[src/common/i2c_ctl_pkg.sv]
package i2c_ctl_pkg;

   ////////////////////////////////////////////////////////////////////////
   // Register map
   localparam logic [7:0] ADDR_CONTROL = 8'hE1;
   localparam logic [7:0] ADDR_DATA = 8'hE2;
   localparam logic [7:0] ADDR_IRQ_STATUS = 8'hE3;
   localparam logic [7:0] ADDR_IRQ_MASK = 8'hE4;

   // Control register fields
   localparam int BIT_ENABLE = 7;
   localparam int BIT_ACK_OUT = 6;
   localparam int BIT_FLAG = 5;
   localparam int BIT_ACK_IN = 4;
   localparam int BIT_START = 3;
   localparam int BIT_STOP = 2;
   localparam int BIT_RECEIVE = 1;
   localparam int BIT_GO = 0;

   // Interrupt status and mask fields
   localparam int IRQ_BYTE_DONE = 0;
   localparam int IRQ_NACK = 1;
   localparam int IRQ_WIDTH = 2;

   // Values after reset
   localparam logic RESET_ENABLE = 1'b0;
   localparam logic RESET_ACK_OUT = 1'b0;
   localparam logic RESET_ACK_IN = 1'b0;
   localparam logic RESET_START = 1'b0;
   localparam logic RESET_STOP = 1'b1;
   localparam logic [7:0] RESET_BYTE = 8'h00;

   ////////////////////////////////////////////////////////////////////////
   // Timing: one bit on the wire is split into four quarter steps
   localparam int CLK_PERIOD_NS = 50;
   localparam int BIT_PERIOD_NS = 400;
   localparam int QUARTER_CYCLES_RAW = BIT_PERIOD_NS / (4 * CLK_PERIOD_NS);
   localparam int QUARTER_CYCLES =
      (QUARTER_CYCLES_RAW < 1) ? 1 : QUARTER_CYCLES_RAW;
   localparam logic [3:0] LAST_DATA_BIT = 4'h7;
   localparam logic [3:0] ACK_SLOT = 4'h8;

   ////////////////////////////////////////////////////////////////////////
   // Carriers
   typedef struct packed {
      logic [7:0] addr;
      logic [7:0] wdata;
      logic wr;
      logic rd;
   } reg_req_s;

   typedef struct packed {
      logic scl;
      logic sda;
   } wire_pair_s;

   typedef enum logic [2:0] {
      ST_IDLE,
      ST_START,
      ST_BITS,
      ST_STOP
   } xfer_state_e;

endpackage

[src/hdl/master_i2c_control_status.sv]
// Notes on behaviour
// - Enable bit 7 switches controller on/off
// - Bit 6 drives receive ack slot
// - Flag set when each byte completes
// - Writing zero to flag clears it
// - Read-only bit 4 holds slave's ack
`timescale 1ns/10ps
`default_nettype none

module master_i2c_control_status
   import i2c_ctl_pkg::*;
#(
   parameter int DIVIDE = QUARTER_CYCLES
) (
   input wire logic clk_sys,
   input wire logic reset_n,
   input wire reg_req_s bus_req,
   output logic [7:0] rdata,
   input wire logic scl_in,
   output logic scl_out,
   output logic scl_oe,
   input wire logic sda_in,
   output logic sda_out,
   output logic sda_oe,
   output logic irq
);

   ////////////////////////////////////////////////////////////////////////
   // Control and status state
   logic controller_enable;
   logic receive_ack_out;
   logic byte_flag;
   logic ack_in;
   logic start_req;
   logic stop_req;
   logic receive_dir;
   logic [IRQ_WIDTH-1:0] irq_status;
   logic [IRQ_WIDTH-1:0] irq_mask;
   logic [7:0] shifter;
   xfer_state_e state;
   logic [1:0] phase;
   logic [3:0] bit_cnt;
   logic byte_done;
   logic nack_seen;
   logic tick;
   logic busy;
   wire_pair_s raw_lines;
   wire_pair_s lines;

   function automatic logic hit(input reg_req_s req, input logic [7:0] a);
      hit = req.addr == a;
   endfunction

   wire logic wr_ctrl = bus_req.wr && hit(bus_req, ADDR_CONTROL);
   wire logic wr_data = bus_req.wr && hit(bus_req, ADDR_DATA);
   wire logic wr_status = bus_req.wr && hit(bus_req, ADDR_IRQ_STATUS);
   wire logic wr_mask = bus_req.wr && hit(bus_req, ADDR_IRQ_MASK);
   wire logic go = wr_ctrl && bus_req.wdata[BIT_GO] && controller_enable
      && bus_req.wdata[BIT_ENABLE] && (state == ST_IDLE);

   assign busy = state != ST_IDLE;
   assign raw_lines.scl = scl_in;
   assign raw_lines.sda = sda_in;

   ////////////////////////////////////////////////////////////////////////
   // Pin synchronisers and bit timing
   line_sync #(
      .IDLE_LEVEL(2'b11)
   ) u_sync (
      .clk_sys(clk_sys),
      .reset_n(reset_n),
      .raw(raw_lines),
      .synced(lines)
   );

   quarter_tick #(
      .DIVIDE(DIVIDE)
   ) u_tick (
      .clk_sys(clk_sys),
      .reset_n(reset_n),
      .run(busy),
      .tick(tick)
   );

   ////////////////////////////////////////////////////////////////////////
   // Software-owned control bits
   always_ff @(posedge clk_sys or negedge reset_n) begin
      if (!reset_n) begin
         controller_enable <= RESET_ENABLE;
         receive_ack_out <= RESET_ACK_OUT;
         start_req <= RESET_START;
         stop_req <= RESET_STOP;
         receive_dir <= 1'b0;
      end else if (wr_ctrl) begin
         controller_enable <= bus_req.wdata[BIT_ENABLE];
         receive_ack_out <= bus_req.wdata[BIT_ACK_OUT];
         start_req <= bus_req.wdata[BIT_START];
         stop_req <= bus_req.wdata[BIT_STOP];
         receive_dir <= bus_req.wdata[BIT_RECEIVE];
      end
   end

   // Byte flag: a completing byte beats a clearing write in the same cycle
   always_ff @(posedge clk_sys or negedge reset_n) begin
      if (!reset_n) begin
         byte_flag <= 1'b0;
      end else if (byte_done) begin
         byte_flag <= 1'b1;
      end else if (wr_ctrl && !bus_req.wdata[BIT_FLAG]) begin
         byte_flag <= 1'b0;
      end
   end

   // Acknowledge seen from the slave while we transmit
   always_ff @(posedge clk_sys or negedge reset_n) begin
      if (!reset_n) begin
         ack_in <= RESET_ACK_IN;
      end else if (tick && state == ST_BITS && phase == 2'd3
            && bit_cnt == ACK_SLOT && !receive_dir) begin
         ack_in <= lines.sda;
      end
   end

   ////////////////////////////////////////////////////////////////////////
   // Interrupt status, mask and request line
   always_ff @(posedge clk_sys or negedge reset_n) begin
      if (!reset_n) begin
         irq_status <= '0;
      end else begin
         for (int i = 0; i < IRQ_WIDTH; i++) begin
            if ((i == IRQ_BYTE_DONE && byte_done)
                  || (i == IRQ_NACK && nack_seen)) begin
               irq_status[i] <= 1'b1;
            end else if (wr_status && bus_req.wdata[i]) begin
               irq_status[i] <= 1'b0;
            end
         end
      end
   end

   always_ff @(posedge clk_sys or negedge reset_n) begin
      if (!reset_n) begin
         irq_mask <= '0;
      end else if (wr_mask) begin
         irq_mask <= bus_req.wdata[IRQ_WIDTH-1:0];
      end
   end

   // Both the control flag and the status register reach the line
   always_ff @(posedge clk_sys or negedge reset_n) begin
      if (!reset_n) begin
         irq <= 1'b0;
      end else begin
         irq <= |(irq_status & irq_mask)
            || (byte_flag && irq_mask[IRQ_BYTE_DONE]);
      end
   end

   ////////////////////////////////////////////////////////////////////////
   // Register reads, answered one cycle after the strobe
   always_ff @(posedge clk_sys or negedge reset_n) begin
      if (!reset_n) begin
         rdata <= 8'h00;
      end else if (bus_req.rd) begin
         if (hit(bus_req, ADDR_CONTROL)) begin
            rdata <= {controller_enable, receive_ack_out, byte_flag,
               ack_in, start_req, stop_req, receive_dir, busy};
         end else if (hit(bus_req, ADDR_DATA)) begin
            rdata <= shifter;
         end else if (hit(bus_req, ADDR_IRQ_STATUS)) begin
            rdata <= {{(8-IRQ_WIDTH){1'b0}}, irq_status};
         end else if (hit(bus_req, ADDR_IRQ_MASK)) begin
            rdata <= {{(8-IRQ_WIDTH){1'b0}}, irq_mask};
         end else begin
            rdata <= 8'h00;
         end
      end else begin
         rdata <= 8'h00;
      end
   end

   ////////////////////////////////////////////////////////////////////////
   // Byte engine: four quarter steps per bit, SCL high in steps 2 and 3
   always_ff @(posedge clk_sys or negedge reset_n) begin
      if (!reset_n) begin
         state <= ST_IDLE;
         phase <= 2'd0;
         bit_cnt <= 4'h0;
         shifter <= RESET_BYTE;
         scl_oe <= 1'b0;
         sda_oe <= 1'b0;
         byte_done <= 1'b0;
         nack_seen <= 1'b0;
      end else if (!controller_enable) begin
         // Disabled: drop any transfer and let go of both lines
         state <= ST_IDLE;
         phase <= 2'd0;
         bit_cnt <= 4'h0;
         scl_oe <= 1'b0;
         sda_oe <= 1'b0;
         byte_done <= 1'b0;
         nack_seen <= 1'b0;
         if (wr_data) begin
            shifter <= bus_req.wdata;
         end
      end else begin
         byte_done <= 1'b0;
         nack_seen <= 1'b0;
         case (state)
            ST_IDLE: begin
               if (wr_data) begin
                  shifter <= bus_req.wdata;
               end
               if (go) begin
                  phase <= 2'd0;
                  bit_cnt <= 4'h0;
                  state <= bus_req.wdata[BIT_START] ? ST_START : ST_BITS;
               end
            end
            ST_START: begin
               if (tick) begin
                  case (phase)
                     2'd0: begin
                        sda_oe <= 1'b0;
                        phase <= 2'd1;
                     end
                     2'd1: begin
                        scl_oe <= 1'b0;
                        phase <= 2'd2;
                     end
                     2'd2: begin
                        // Wait out a slave that stretches the clock
                        if (lines.scl) begin
                           sda_oe <= 1'b1;
                           phase <= 2'd3;
                        end
                     end
                     default: begin
                        scl_oe <= 1'b1;
                        phase <= 2'd0;
                        state <= ST_BITS;
                     end
                  endcase
               end
            end
            ST_BITS: begin
               if (tick) begin
                  case (phase)
                     2'd0: begin
                        scl_oe <= 1'b1;
                        if (bit_cnt == ACK_SLOT) begin
                           sda_oe <= receive_dir
                              ? !receive_ack_out : 1'b0;
                        end else begin
                           sda_oe <= receive_dir ? 1'b0 : !shifter[7];
                        end
                        phase <= 2'd1;
                     end
                     2'd1: begin
                        scl_oe <= 1'b0;
                        phase <= 2'd2;
                     end
                     2'd2: begin
                        if (lines.scl) begin
                           phase <= 2'd3;
                        end
                     end
                     default: begin
                        scl_oe <= 1'b1;
                        phase <= 2'd0;
                        if (bit_cnt == ACK_SLOT) begin
                           byte_done <= 1'b1;
                           nack_seen <= !receive_dir && lines.sda;
                           bit_cnt <= 4'h0;
                           state <= stop_req ? ST_STOP : ST_IDLE;
                        end else begin
                           shifter <= {shifter[6:0], lines.sda};
                           bit_cnt <= bit_cnt + 4'h1;
                        end
                     end
                  endcase
               end
            end
            ST_STOP: begin
               if (tick) begin
                  case (phase)
                     2'd0: begin
                        sda_oe <= 1'b1;
                        phase <= 2'd1;
                     end
                     2'd1: begin
                        scl_oe <= 1'b0;
                        phase <= 2'd2;
                     end
                     2'd2: begin
                        if (lines.scl) begin
                           phase <= 2'd3;
                        end
                     end
                     default: begin
                        sda_oe <= 1'b0;
                        phase <= 2'd0;
                        state <= ST_IDLE;
                     end
                  endcase
               end
            end
            default: begin
               state <= ST_IDLE;
            end
         endcase
      end
   end

   // Open-drain pins only ever pull low
   always_ff @(posedge clk_sys or negedge reset_n) begin
      if (!reset_n) begin
         scl_out <= 1'b0;
         sda_out <= 1'b0;
      end else begin
         scl_out <= 1'b0;
         sda_out <= 1'b0;
      end
   end

endmodule // master_i2c_control_status

`default_nettype wire

[src/hdl/line_sync.sv]
`timescale 1ns/10ps
`default_nettype none

module line_sync
   import i2c_ctl_pkg::*;
#(
   parameter logic [1:0] IDLE_LEVEL = 2'b11
) (
   input wire logic clk_sys,
   input wire logic reset_n,
   input wire wire_pair_s raw,
   output wire_pair_s synced
);

   wire_pair_s stage1;

   // Only the second stage is read outside this module
   always_ff @(posedge clk_sys or negedge reset_n) begin
      if (!reset_n) begin
         stage1 <= IDLE_LEVEL;
         synced <= IDLE_LEVEL;
      end else begin
         stage1 <= raw;
         synced <= stage1;
      end
   end

endmodule // line_sync

`default_nettype wire

[src/hdl/quarter_tick.sv]
`timescale 1ns/10ps
`default_nettype none

module quarter_tick
   import i2c_ctl_pkg::*;
#(
   parameter int DIVIDE = QUARTER_CYCLES
) (
   input wire logic clk_sys,
   input wire logic reset_n,
   input wire logic run,
   output logic tick
);

   localparam int CW = (DIVIDE < 2) ? 1 : $clog2(DIVIDE);
   localparam logic [CW-1:0] LAST = CW'(DIVIDE - 1);

   logic [CW-1:0] count;

   // Restarts when idle so the first step of a transfer is full length
   always_ff @(posedge clk_sys or negedge reset_n) begin
      if (!reset_n) begin
         count <= '0;
         tick <= 1'b0;
      end else if (!run) begin
         count <= '0;
         tick <= 1'b0;
      end else if (count == LAST) begin
         count <= '0;
         tick <= 1'b1;
      end else begin
         count <= count + 1'b1;
         tick <= 1'b0;
      end
   end

endmodule // quarter_tick

`default_nettype wire

[config.mk]
export PLATFORM = sky130hd
export DESIGN_NAME = master_i2c_control_status
export DESIGN_NICKNAME = d
export VERILOG_FILES = /design/src/common/i2c_ctl_pkg.sv /design/src/hdl/master_i2c_control_status.sv /design/src/hdl/line_sync.sv /design/src/hdl/quarter_tick.sv
export SDC_FILE = /design/constraint.sdc
export NUM_CORES = 1
export LEC_CHECK = 0
export BUFFER_PORTS_ARGS = -buffer_cell sky130_fd_sc_hd__clkbuf_2
export CAP_MARGIN = 20
export CORE_AREA = 2 2 71 73
export DETAILED_ROUTE_END_ITERATION = 7
export DIE_AREA = 0 0 73 75
export HOLD_SLACK_MARGIN = 0.15
export PLACE_DENSITY = 0.7
export SYNTH_ARGS = -nofsm -noshare
export SYNTH_HDL_FRONTEND = slang
export SYNTH_SLANG_ARGS = --single-unit
[constraint.sdc]
create_clock -name clk_sys -period 1.91 [get_ports clk_sys]
set_input_delay 0.382 -clock clk_sys [delete_from_list [all_inputs] [get_ports clk_sys]]
set_output_delay 0.382 -clock clk_sys [all_outputs]
set_load 0.005 [all_outputs]
# == Yosys cells after proc, flatten, opt, wreduce, memory -nomap -nowiden ==
# Index checks and enable logic that the tools add are counted.
# totals
memories,0
latchBits,0
word_cells,175
out_inout_bits,13
inputBits,22
ram_bits,0
ff_bits,47
romBits,0
# op_classes
n_lt_le_gt_ge,0
div_mod_pow,0
eq_ne,32
add_sub_neg,2
mul,0
reduce_logical,39
n_mux,75
shift,0
n_bitwise,1
# ops
op,n
two-way mux 8 bit,8
two-way mux 1 bit,34
equality test 8 bit (second input constant),4
two-way mux 3 bit,9
inequality test 3 x 2 -> 1 bit (second input constant),8
inequality test 3 bit (second input constant),8
two-way mux 4 bit,5
logical AND 1 bit,17
two-way mux 2 bit,8
case mux 8 bit (2 select lines),1
AND reduction 8 bit,2
case mux 3 bit (4 select lines),1
AND reduction 4 bit,3
inequality test 4 x 3 -> 1 bit (second input constant),2
case mux 1 bit (2 select lines),4
case mux 4 bit (2 select lines),1
AND reduction 7 bit,1
equality test 3 x 2 -> 1 bit (second input constant),2
case mux 1 bit (3 select lines),2
case mux 2 bit (3 select lines),1
nonzero test 2 bit,3
OR reduction 2 bit,3
OR reduction 3 bit,2
adder 4 x 1 -> 4 bit (second input constant),1
15 further kinds,19

# == Depth between registers and ports, before layout ==
# Gate-level depths: netlist of run 1.
# depth
depth_word,9
ltp_mapped,7
mapped_depth_nobuf,7

# == Cells and area by module ==
# A second synthesis of run 1 with hierarchy kept.
# hier_totals
cells_unflattened,225
area_unflattened_um2,2392.3
# modules_own_cells
mod,seq_area_each_um2,area_per_inst_um2,cells_each,n_inst
master_i2c_control_status,1002.2,2220.9,217,1
line_sync,105.1,105.1,4,1
quarter_tick,50.0,66.3,4,1

# == Worst setup path after synthesis of run 1 ==
# Ideal clock, no wire load.
# synth_path
kind,flip-flop to flip-flop
startpoint,register bit_cnt[0]
endpoint,register shifter[0]
slack_ns,0.109
setup_time_ns,0.125
synth_period_minus_slack_ns,1.801
t_required_ns,1.785
n_path_buf,0
t_arrival_ns,1.677
stages_incl_launch_ff,8
cell_sequence,dfrtp_1 inv_1 ha_1 nand3b_1 nor2b_1 a31oi_1 nor2_2 mux2_2
# synth_between
elab_chain_len,3
# synth_lines
element,line_no,rtl
from (decl),master_i2c_control_status.sv:42,logic [3:0] bit_cnt;
from (signal assigned),master_i2c_control_status.sv:278,bit_cnt <= bit_cnt + 4'h1;
equality test 4 bit,master_i2c_control_status.sv:271,if (bit_cnt == ACK_SLOT) begin
inequality test 3 bit (no line),--,
AND reduction 4 bit (no line),--,
to (signal assigned),master_i2c_control_status.sv:204,shifter <= bus_req.wdata;
to (signal assigned),master_i2c_control_status.sv:212,shifter <= bus_req.wdata;
to (signal assigned),master_i2c_control_status.sv:277,"shifter <= {shifter[6:0], lines.sda};"
to (decl),master_i2c_control_status.sv:39,logic [7:0] shifter;
# No other way between the ends.
# A chain may end at the register's enable or synchronous reset.

# == Worst setup path in the final report of run 1 ==
# layout_path
startpoint,register bit_cnt[1]
endpoint,register shifter[4]
# Same word-level chain as after synthesis.

==> impl_metrics.tcl, run 1 <==
set metrics [dict create \
    grt_pass1_wl_um 8510 \
    syn_avg_cell_area_um2 10.9 \
    power_mw 1.74 \
    remaining_max_slew_budget_at_the_tightest_pin 0.618 \
    arrival_ns 2.01 \
    row_count 25 \
    layout_worst_path_cycle_share 0.953 \
    cp_data_required_time_ns 2.10 \
    p_leak_nw 1.38 \
    number_of_failing_setup_endpoints_in_the_final_timing_report 0 \
    synthTopCellsByArea "sky130_fd_sc_hd__dfrtp_1, sky130_fd_sc_hd__mux2_2, sky130_fd_sc_hd__dfstp_2" \
    grt_max_degree 47 \
    finalWeightedCongestion 0.889 \
    areaGrowthSynthToFinish_pct 19.9 \
    placeableCoreArea_um2 4660 \
    synth_top_cell_area_share 0.436 \
    finalWorstPathRequiredPeriod_ns 1.82 \
    synth_edf_count 0 \
    initial_core_utilization 0.504 \
    postRouteWirelength_um 4900 \
    cts.reportedPaths.clkPinSlew_ns 0.10 \
    grt_remaining_overflow 0 \
    clk_root_buffer_cell "sky130_fd_sc_hd__clkbuf_8" \
    final.setup_skew_ns 0.0119 \
    antenna_violating_nets_left 0 \
    floorplan.die.height_um 75 \
    clock-sinks 46 \
    detail_route.wl_per_cell_um 15.1 \
    critPathKind "reg -> reg" \
    vias_in_the_first_global_route 1761 \
    cp-start-kind "flip-flop" \
    critical_path_peak_fanout 8 \
    grt_use_total 0.207 \
    fillers 404 \
    buffer_ports.inserted 32 \
    via_count 1807 \
    power-per-cell-area_nw_per_um2 618 \
    drt-initial-drc-count 112 \
    cap_violations 0 \
    grt_antenna_before_repair 0 \
    status "finished, final reports clean" \
    hpwlAfterDp_um 3500 \
    netlist.top_cell.by_area "sky130_fd_sc_hd__dfrtp_1" \
    ys.flop_type "sky130_fd_sc_hd__dfrtp_1" \
    syn_area_um2 2350 \
    tritoncts.num_buffers 5 \
    maxClockFrequency_ghz 0.549 \
    worstSkewPairLatency_ns 0.30 \
    ys_seq_area_frac 0.492 \
    fin_cells 324 \
    timing_hold_violations_final 0 \
    synth.distinct_cells 45 \
    route.detailed.vias_per_inst 5.58 \
    synth_warnings 0 \
    final_area_um2 2820 \
    min_path_type "in -> async" \
    synth_top_cells_by_count "sky130_fd_sc_hd__dfrtp_1, sky130_fd_sc_hd__mux2_2, sky130_fd_sc_hd__nand2_1" \
    ctsLongestPathBuffers 2 \
    synthesis_stage_register_bit_count 46 \
    place.detailed.instances 312 \
    asyncSetResetFlopFracSynth 1.00 \
    drive_above_1_share 0.359 \
    detailed_route_drc_error_count 0 \
    num_io_pins 35 \
    placedInstanceArea_um2 2690 \
    peakVddDrop_mv 0.339 \
    num-nets-final 298 \
    die-width_um 73 \
    critPathCaptureType "flip-flop" \
    floorplan.die_area_um2 5480 \
    slew_worst_pin_ns 0.573 \
    drt_first_pass_iters 4 \
    final_antenna_diode_count 0 \
    htree_levels 2 \
    yosys.cell_count.top_type "sky130_fd_sc_hd__dfrtp_1" \
    slew_viol_final 0 \
    rsz0062_at_grt "yes" \
    clock_tree_from_tritoncts "built" \
    post_synth_inst_count 215 \
]
-- path summary, 6_finish.rpt --
path                             startpoint          endpoint  slack [ns]  cells past startpoint
setup / recovery                 bit_cnt[1]        shifter[4]        0.09                      8
hold / removal                      reset_n            sda_oe        0.14                      2
setup reg to reg                 bit_cnt[1]        shifter[4]        0.09                      8
hold reg to reg            u_sync.stage1[0]  u_sync.synced[0]        0.36                      0
max in group asynchronous           reset_n     irq_status[0]        1.37                      2
min in group clk_sys             bus_req[4]          stop_req        0.32                      2
-- per-layer routing --
layer,GRT usage,vias to the layer above,wire (um)
met5,0,-,0
met4,0.0741,0,49
met3,0.0428,5,222
met2,0.315,46,2250
met1,0.294,877,2380
li1,-,879,-
-- cell usage in the layout (no fill, tap or decap), types with 2 or more instances in the layout --
cell type | Yosys | routed
sky130_fd_sc_hd__a21o_1 | 4 | 4
sky130_fd_sc_hd__a21oi_1 | 4 | 4
sky130_fd_sc_hd__a22o_1 | 2 | 2
sky130_fd_sc_hd__a22oi_1 | 7 | 7
sky130_fd_sc_hd__a31oi_1 | 3 | 3
sky130_fd_sc_hd__and3_1 | 2 | 2
sky130_fd_sc_hd__buf_4 | 2 | 19
sky130_fd_sc_hd__clkbuf_2 | 0 | 32
sky130_fd_sc_hd__clkbuf_8 | 0 | 5
sky130_fd_sc_hd__conb_1 | 1 | 2
sky130_fd_sc_hd__dfrtp_1 | 41 | 41
sky130_fd_sc_hd__dfstp_2 | 5 | 5
sky130_fd_sc_hd__dlygate4sd3_1 | 0 | 2
sky130_fd_sc_hd__ha_1 | 7 | 7
sky130_fd_sc_hd__inv_1 | 8 | 8
sky130_fd_sc_hd__mux2_2 | 20 | 20
sky130_fd_sc_hd__mux2_4 | 5 | 5
sky130_fd_sc_hd__mux2i_1 | 2 | 2
sky130_fd_sc_hd__nand2_1 | 18 | 18
sky130_fd_sc_hd__nand2b_1 | 2 | 2
sky130_fd_sc_hd__nand3_1 | 6 | 6
sky130_fd_sc_hd__nand3b_1 | 3 | 3
sky130_fd_sc_hd__nand4_1 | 3 | 3
sky130_fd_sc_hd__nor2_1 | 13 | 13
sky130_fd_sc_hd__nor2b_1 | 10 | 9
sky130_fd_sc_hd__nor3_1 | 3 | 3
sky130_fd_sc_hd__nor3b_1 | 4 | 4
sky130_fd_sc_hd__nor4_1 | 3 | 3
sky130_fd_sc_hd__o211ai_1 | 2 | 2
sky130_fd_sc_hd__o21ai_0 | 11 | 11
sky130_fd_sc_hd__o31ai_1 | 3 | 2
-- flip-flops by register name, indices dropped and copies added, names as in the netlist --
| register | count |
|---|---|
| rdata | 8 |
| shifter | 8 |
| bit_cnt | 4 |
| irq_mask | 2 |
| irq_status | 2 |
| phase | 2 |
| state | 2 |
| u_sync.stage1 | 2 |
| u_sync.synced | 2 |
| ack_in | 1 |
| byte_done | 1 |
| byte_flag | 1 |
| controller_enable | 1 |
| irq | 1 |
| nack_seen | 1 |
| receive_ack_out | 1 |
| receive_dir | 1 |
| scl_oe | 1 |
| sda_oe | 1 |
| start_req | 1 |
| stop_req | 1 |
| u_tick.count | 1 |
| u_tick.tick | 1 |
-- through the flow --
| step | worst slack, ns | util | setup TNS [ns] | hold slack (ns) |
|---|---|---|---|---|
| 5_1_grt | -0.0102 | 0.605 | -0.0398 | 0.214 |
| 3_3_place_gp | 0.0262 | 0.576 | 0 | 0.346 |
| 2_1_floorplan | 0.109 | - | 0 | 0.0864 |
| 4_1_cts | 0.0126 | 0.600 | 0 | 0.178 |
| 6_report | 0.0895 | 0.605 | 0 | 0.139 |
| 3_5_place_dp | 0.00532 | 0.576 | 0 | 0.350 |
-- critical path: stages (launching register included) --
cell,delay (ns)
sky130_fd_sc_hd__dfrtp_1,0.40
sky130_fd_sc_hd__inv_1,0.06
sky130_fd_sc_hd__ha_1,0.17
sky130_fd_sc_hd__nand3b_1,0.18
sky130_fd_sc_hd__nor2b_2,0.23
sky130_fd_sc_hd__a31oi_1,0.07
sky130_fd_sc_hd__nor2_2,0.14
sky130_fd_sc_hd__buf_12,0.14
sky130_fd_sc_hd__mux2_2,0.33
-- logic make-up after synthesis --
family	share of synthesized area
AOI/OAI and AO/OA	0.130
buffers and inverters	0.0319
DFF	0.492
and+or+nand+nor	0.170
muxes	0.136
other	0.00160
adders and majority gates	0.0373
-- final cells by class --
cell class                      count  area [um^2]  area share
Clock buffer                        5         68.8      0.0244
Clock inverter                      3         21.3     0.00755
Inverter                            8         30.0      0.0107
Multi-Input combinational cell    154         1130       0.401
Sequential cell                    46         1160       0.411
Tap cell                           54         67.6      0.0240
Timing Repair Buffer               54          343       0.122
-- where the power goes --
| group | internal (mW) | switching (mW) | total (mW) |
|---|---|---|---|
| registers | 0.997 | 0.0147 | 1.01 |
| logic | 0.0574 | 0.0594 | 0.117 |
| clock network | 0.258 | 0.354 | 0.612 |
-- what timing repair did --
item,in CTS,in global routing
hold endpoints to repair,2,0
gates resized for setup,0,2
endpoints found under the setup margin,0,9
buffers inserted,0,2
hold buffers,2,0
No activity file was read; power rests on OpenSTA's default activity.
==> run 2, diff against run 1 <==
--- a/config.mk
+++ b/config.mk
@@ -7,11 +7,11 @@
 export LEC_CHECK = 0
 export BUFFER_PORTS_ARGS = -buffer_cell sky130_fd_sc_hd__clkbuf_2
 export CAP_MARGIN = 20
-export CORE_AREA = 2 2 71 73
+export CORE_AREA = 2 2 68 70
 export DETAILED_ROUTE_END_ITERATION = 7
-export DIE_AREA = 0 0 73 75
+export DIE_AREA = 0 0 70 72
 export HOLD_SLACK_MARGIN = 0.15
-export PLACE_DENSITY = 0.7
+export PLACE_DENSITY = 0.73
 export SYNTH_ARGS = -nofsm -noshare
 export SYNTH_HDL_FRONTEND = slang
 export SYNTH_SLANG_ARGS = --single-unit
==> constraint.sdc (replaced) <==
create_clock -name clk_sys -period 1.9 [get_ports clk_sys]
set_input_delay 0.38 -clock clk_sys [delete_from_list [all_inputs] [get_ports clk_sys]]
set_output_delay 0.38 -clock clk_sys [all_outputs]
set_load 0.005 [all_outputs]
==> run 2 against run 1 <==
Die area shrank 7.9%. Clock skew shrank 0.0059 ns. Sequential share of layout area shrank 0.055 points. Wire length grew 1.1%. Flip-flop and latch count is the same. Highest routed layer unchanged. Largest cell class unchanged. Non-clock buffer count grew 2. Via count grew 2.2%.
==> impl_metrics.tcl, run 2 (synthesized netlist as in run 1, its figures left out) <==
set metrics [dict create \
    status "finished, final reports clean" \
    detail_route.wl_per_cell_um 15.3 \
    critical_path_peak_fanout 5 \
    floorplan.die.height_um 72 \
    holdWs_ns 0.325 \
    hold_sp "bus_req[4]" \
    number_of_failing_setup_endpoints_in_the_final_timing_report 0 \
    detailed_route_drc_error_count 0 \
    cap_violations 0 \
    num-nets-final 300 \
    grt_use_total 0.216 \
    final_antenna_diode_count 0 \
    finalWeightedCongestion 0.845 \
    cp-start-kind "flip-flop" \
    drive_above_1_share 0.349 \
    peakVddDrop_mv 0.306 \
    grt_pass1_wl_um 8560 \
    grt_antenna_before_repair 0 \
    vias_in_the_first_global_route 1839 \
    grt_remaining_overflow 0 \
    slew_viol_final 0 \
    min_path_cells 2 \
    htree_levels 2 \
    cp_data_required_time_ns 2.11 \
    buffer_ports.inserted 32 \
    drt-initial-drc-count 142 \
    areaGrowthSynthToFinish_pct 20.0 \
    clock-sinks 46 \
    die-width_um 70 \
    route.detailed.vias_per_inst 5.70 \
    num_io_pins 35 \
    placeableCoreArea_um2 4260 \
    final-seq-area_um2 1160 \
    fillers 337 \
    reg2regPathDepth 6 \
    timing_hold_violations_final 0 \
    arrival_ns 2.00 \
    critPathCaptureType "flip-flop" \
    clock_tree_from_tritoncts "built" \
    grt_max_degree 18 \
    maxClockFrequency_ghz 0.560 \
    antenna_violating_nets_left 0 \
    min_path_type "in -> reg" \
    cts.reportedPaths.clkPinSlew_ns 0.09 \
    tritoncts.num_buffers 5 \
    worstReg2RegStart "phase[0]" \
    p_leak_nw 1.39 \
    row_count 24 \
    crit_path_cell_trace "ha_1 -> nand2_1 -> a21oi_1 -> nor2_1 -> or4b_1 -> o31ai_1" \
    mostFrequentLayoutCell "sky130_fd_sc_hd__dfrtp_1" \
    worstHoldEndpoint "stop_req" \
    drt_first_pass_iters 4 \
    finalWorstPathRequiredPeriod_ns 1.79 \
    hpwlAfterDp_um 3600 \
    worstSkewPairLatency_ns 0.30 \
    mostFrequentLayoutCells "sky130_fd_sc_hd__dfrtp_1, sky130_fd_sc_hd__clkbuf_2, sky130_fd_sc_hd__mux2_2, sky130_fd_sc_hd__buf_4, sky130_fd_sc_hd__nand2_1" \
    multi_input_comb_area_um2 1120 \
    floorplan.die_area_um2 5040 \
    ctsLongestPathBuffers 2 \
    ff2ff_setup_slack_ns 0.11 \
    worstReg2RegEnd "state[1]" \
    max_stage_delay_ns 0.49 \
    power-per-cell-area_nw_per_um2 613 \
    critical-path-slowest-cell "sky130_fd_sc_hd__or4b_1" \
    initial_core_utilization 0.551 \
    rsz0062_at_grt "no" \
    largestRegisters "rdata x8, shifter x8, bit_cnt x4" \
    setup_total_negative_slack_ns 0 \
    postRouteWirelength_um 4960 \
    final.setup_skew_ns 0.00594 \
    via_count 1846 \
    critPathKind "reg -> reg" \
    layout_worst_path_cycle_share 0.940 \
    clk_root_buffer_cell "sky130_fd_sc_hd__clkbuf_8" \
]
[run 2: cell types whose count changed in the layout (fill, tap and decap cells not counted), sizes merged]
cell	delta
dlygate4sd3	+1
clkbuf	+1
buf	+1
clkinvlp	-1
[run 2: how the worst max path moves through the flow]
stage / start / endpoint / slack [ns] / depth (start not counted)
after global routing: bit_cnt[0] / state[1] / 0.02 / 7
after floorplan: bit_cnt[0] / shifter[0] / 0.1 / 7
final: phase[0] / state[1] / 0.11 / 6
after CTS: bit_cnt[1] / state[1] / 0.04 / 7
after detailed placement: bus_req[11] / bit_cnt[2] / -0.004 / 6
after global placement: bus_req[11] / start_req / 0.01 / 4
[run 2: layout make-up]
| class | count | area share |
|---|---|---|
| flip-flops and latches | 46 | 0.410 |
| multi-input cells | 154 | 0.398 |
| repair buffers | 56 | 0.128 |
| clock buffers | 6 | 0.0257 |
| well taps | 52 | 0.0231 |
| inverters | 8 | 0.0106 |
| clock inverters | 2 | 0.00488 |
[run 2: power by group]
part           leakage, nW  switching, mW  internal, mW
logic                0.723         0.0608        0.0604
clock network       0.0452          0.332         0.260
registers            0.623         0.0155          1.00
total                 1.39          0.409          1.32
[run 2: metrics by stage]
stage | power, mW | instances | setup slack [ns] | utilization | cell area, um^2
detailed placement | 1.15 | 311 | -0.00445 | 0.631 | 2690
CTS | 1.75 | 322 | 0.0377 | 0.658 | 2810
finish | 1.73 | 324 | 0.115 | 0.662 | 2820
global route | 1.81 | 324 | 0.0229 | 0.662 | 2820
floorplan | 1.08 | 216 | 0.0988 | - | 2350
global placement | 1.15 | 311 | 0.0144 | 0.631 | 2690
[run 2: worst max-delay path: cells and delay by family, from the launching register on]
kind            cells  cell delay [ns]
compound gates      2             0.36
flops               1             0.41
fa+ha+maj           1             0.20
simple gates        3             0.72
[run 2: timing repair]
item | in CTS | in global routing
hold buffers | 3 | 0
setup buffers | 0 | 2
resized for setup | 0 | 0
endpoints found under the hold margin | 15 | 0
setup endpoints to repair | 0 | 9
[run 2: layer usage]
layer / up-vias / wire length, um / global-route usage
met5: - / 0 / 0
met4: 0 / 50 / 0.0556
met3: 8 / 207 / 0.0528
met2: 46 / 2360 / 0.356
met1: 911 / 2340 / 0.291
li1: 881 / - / -
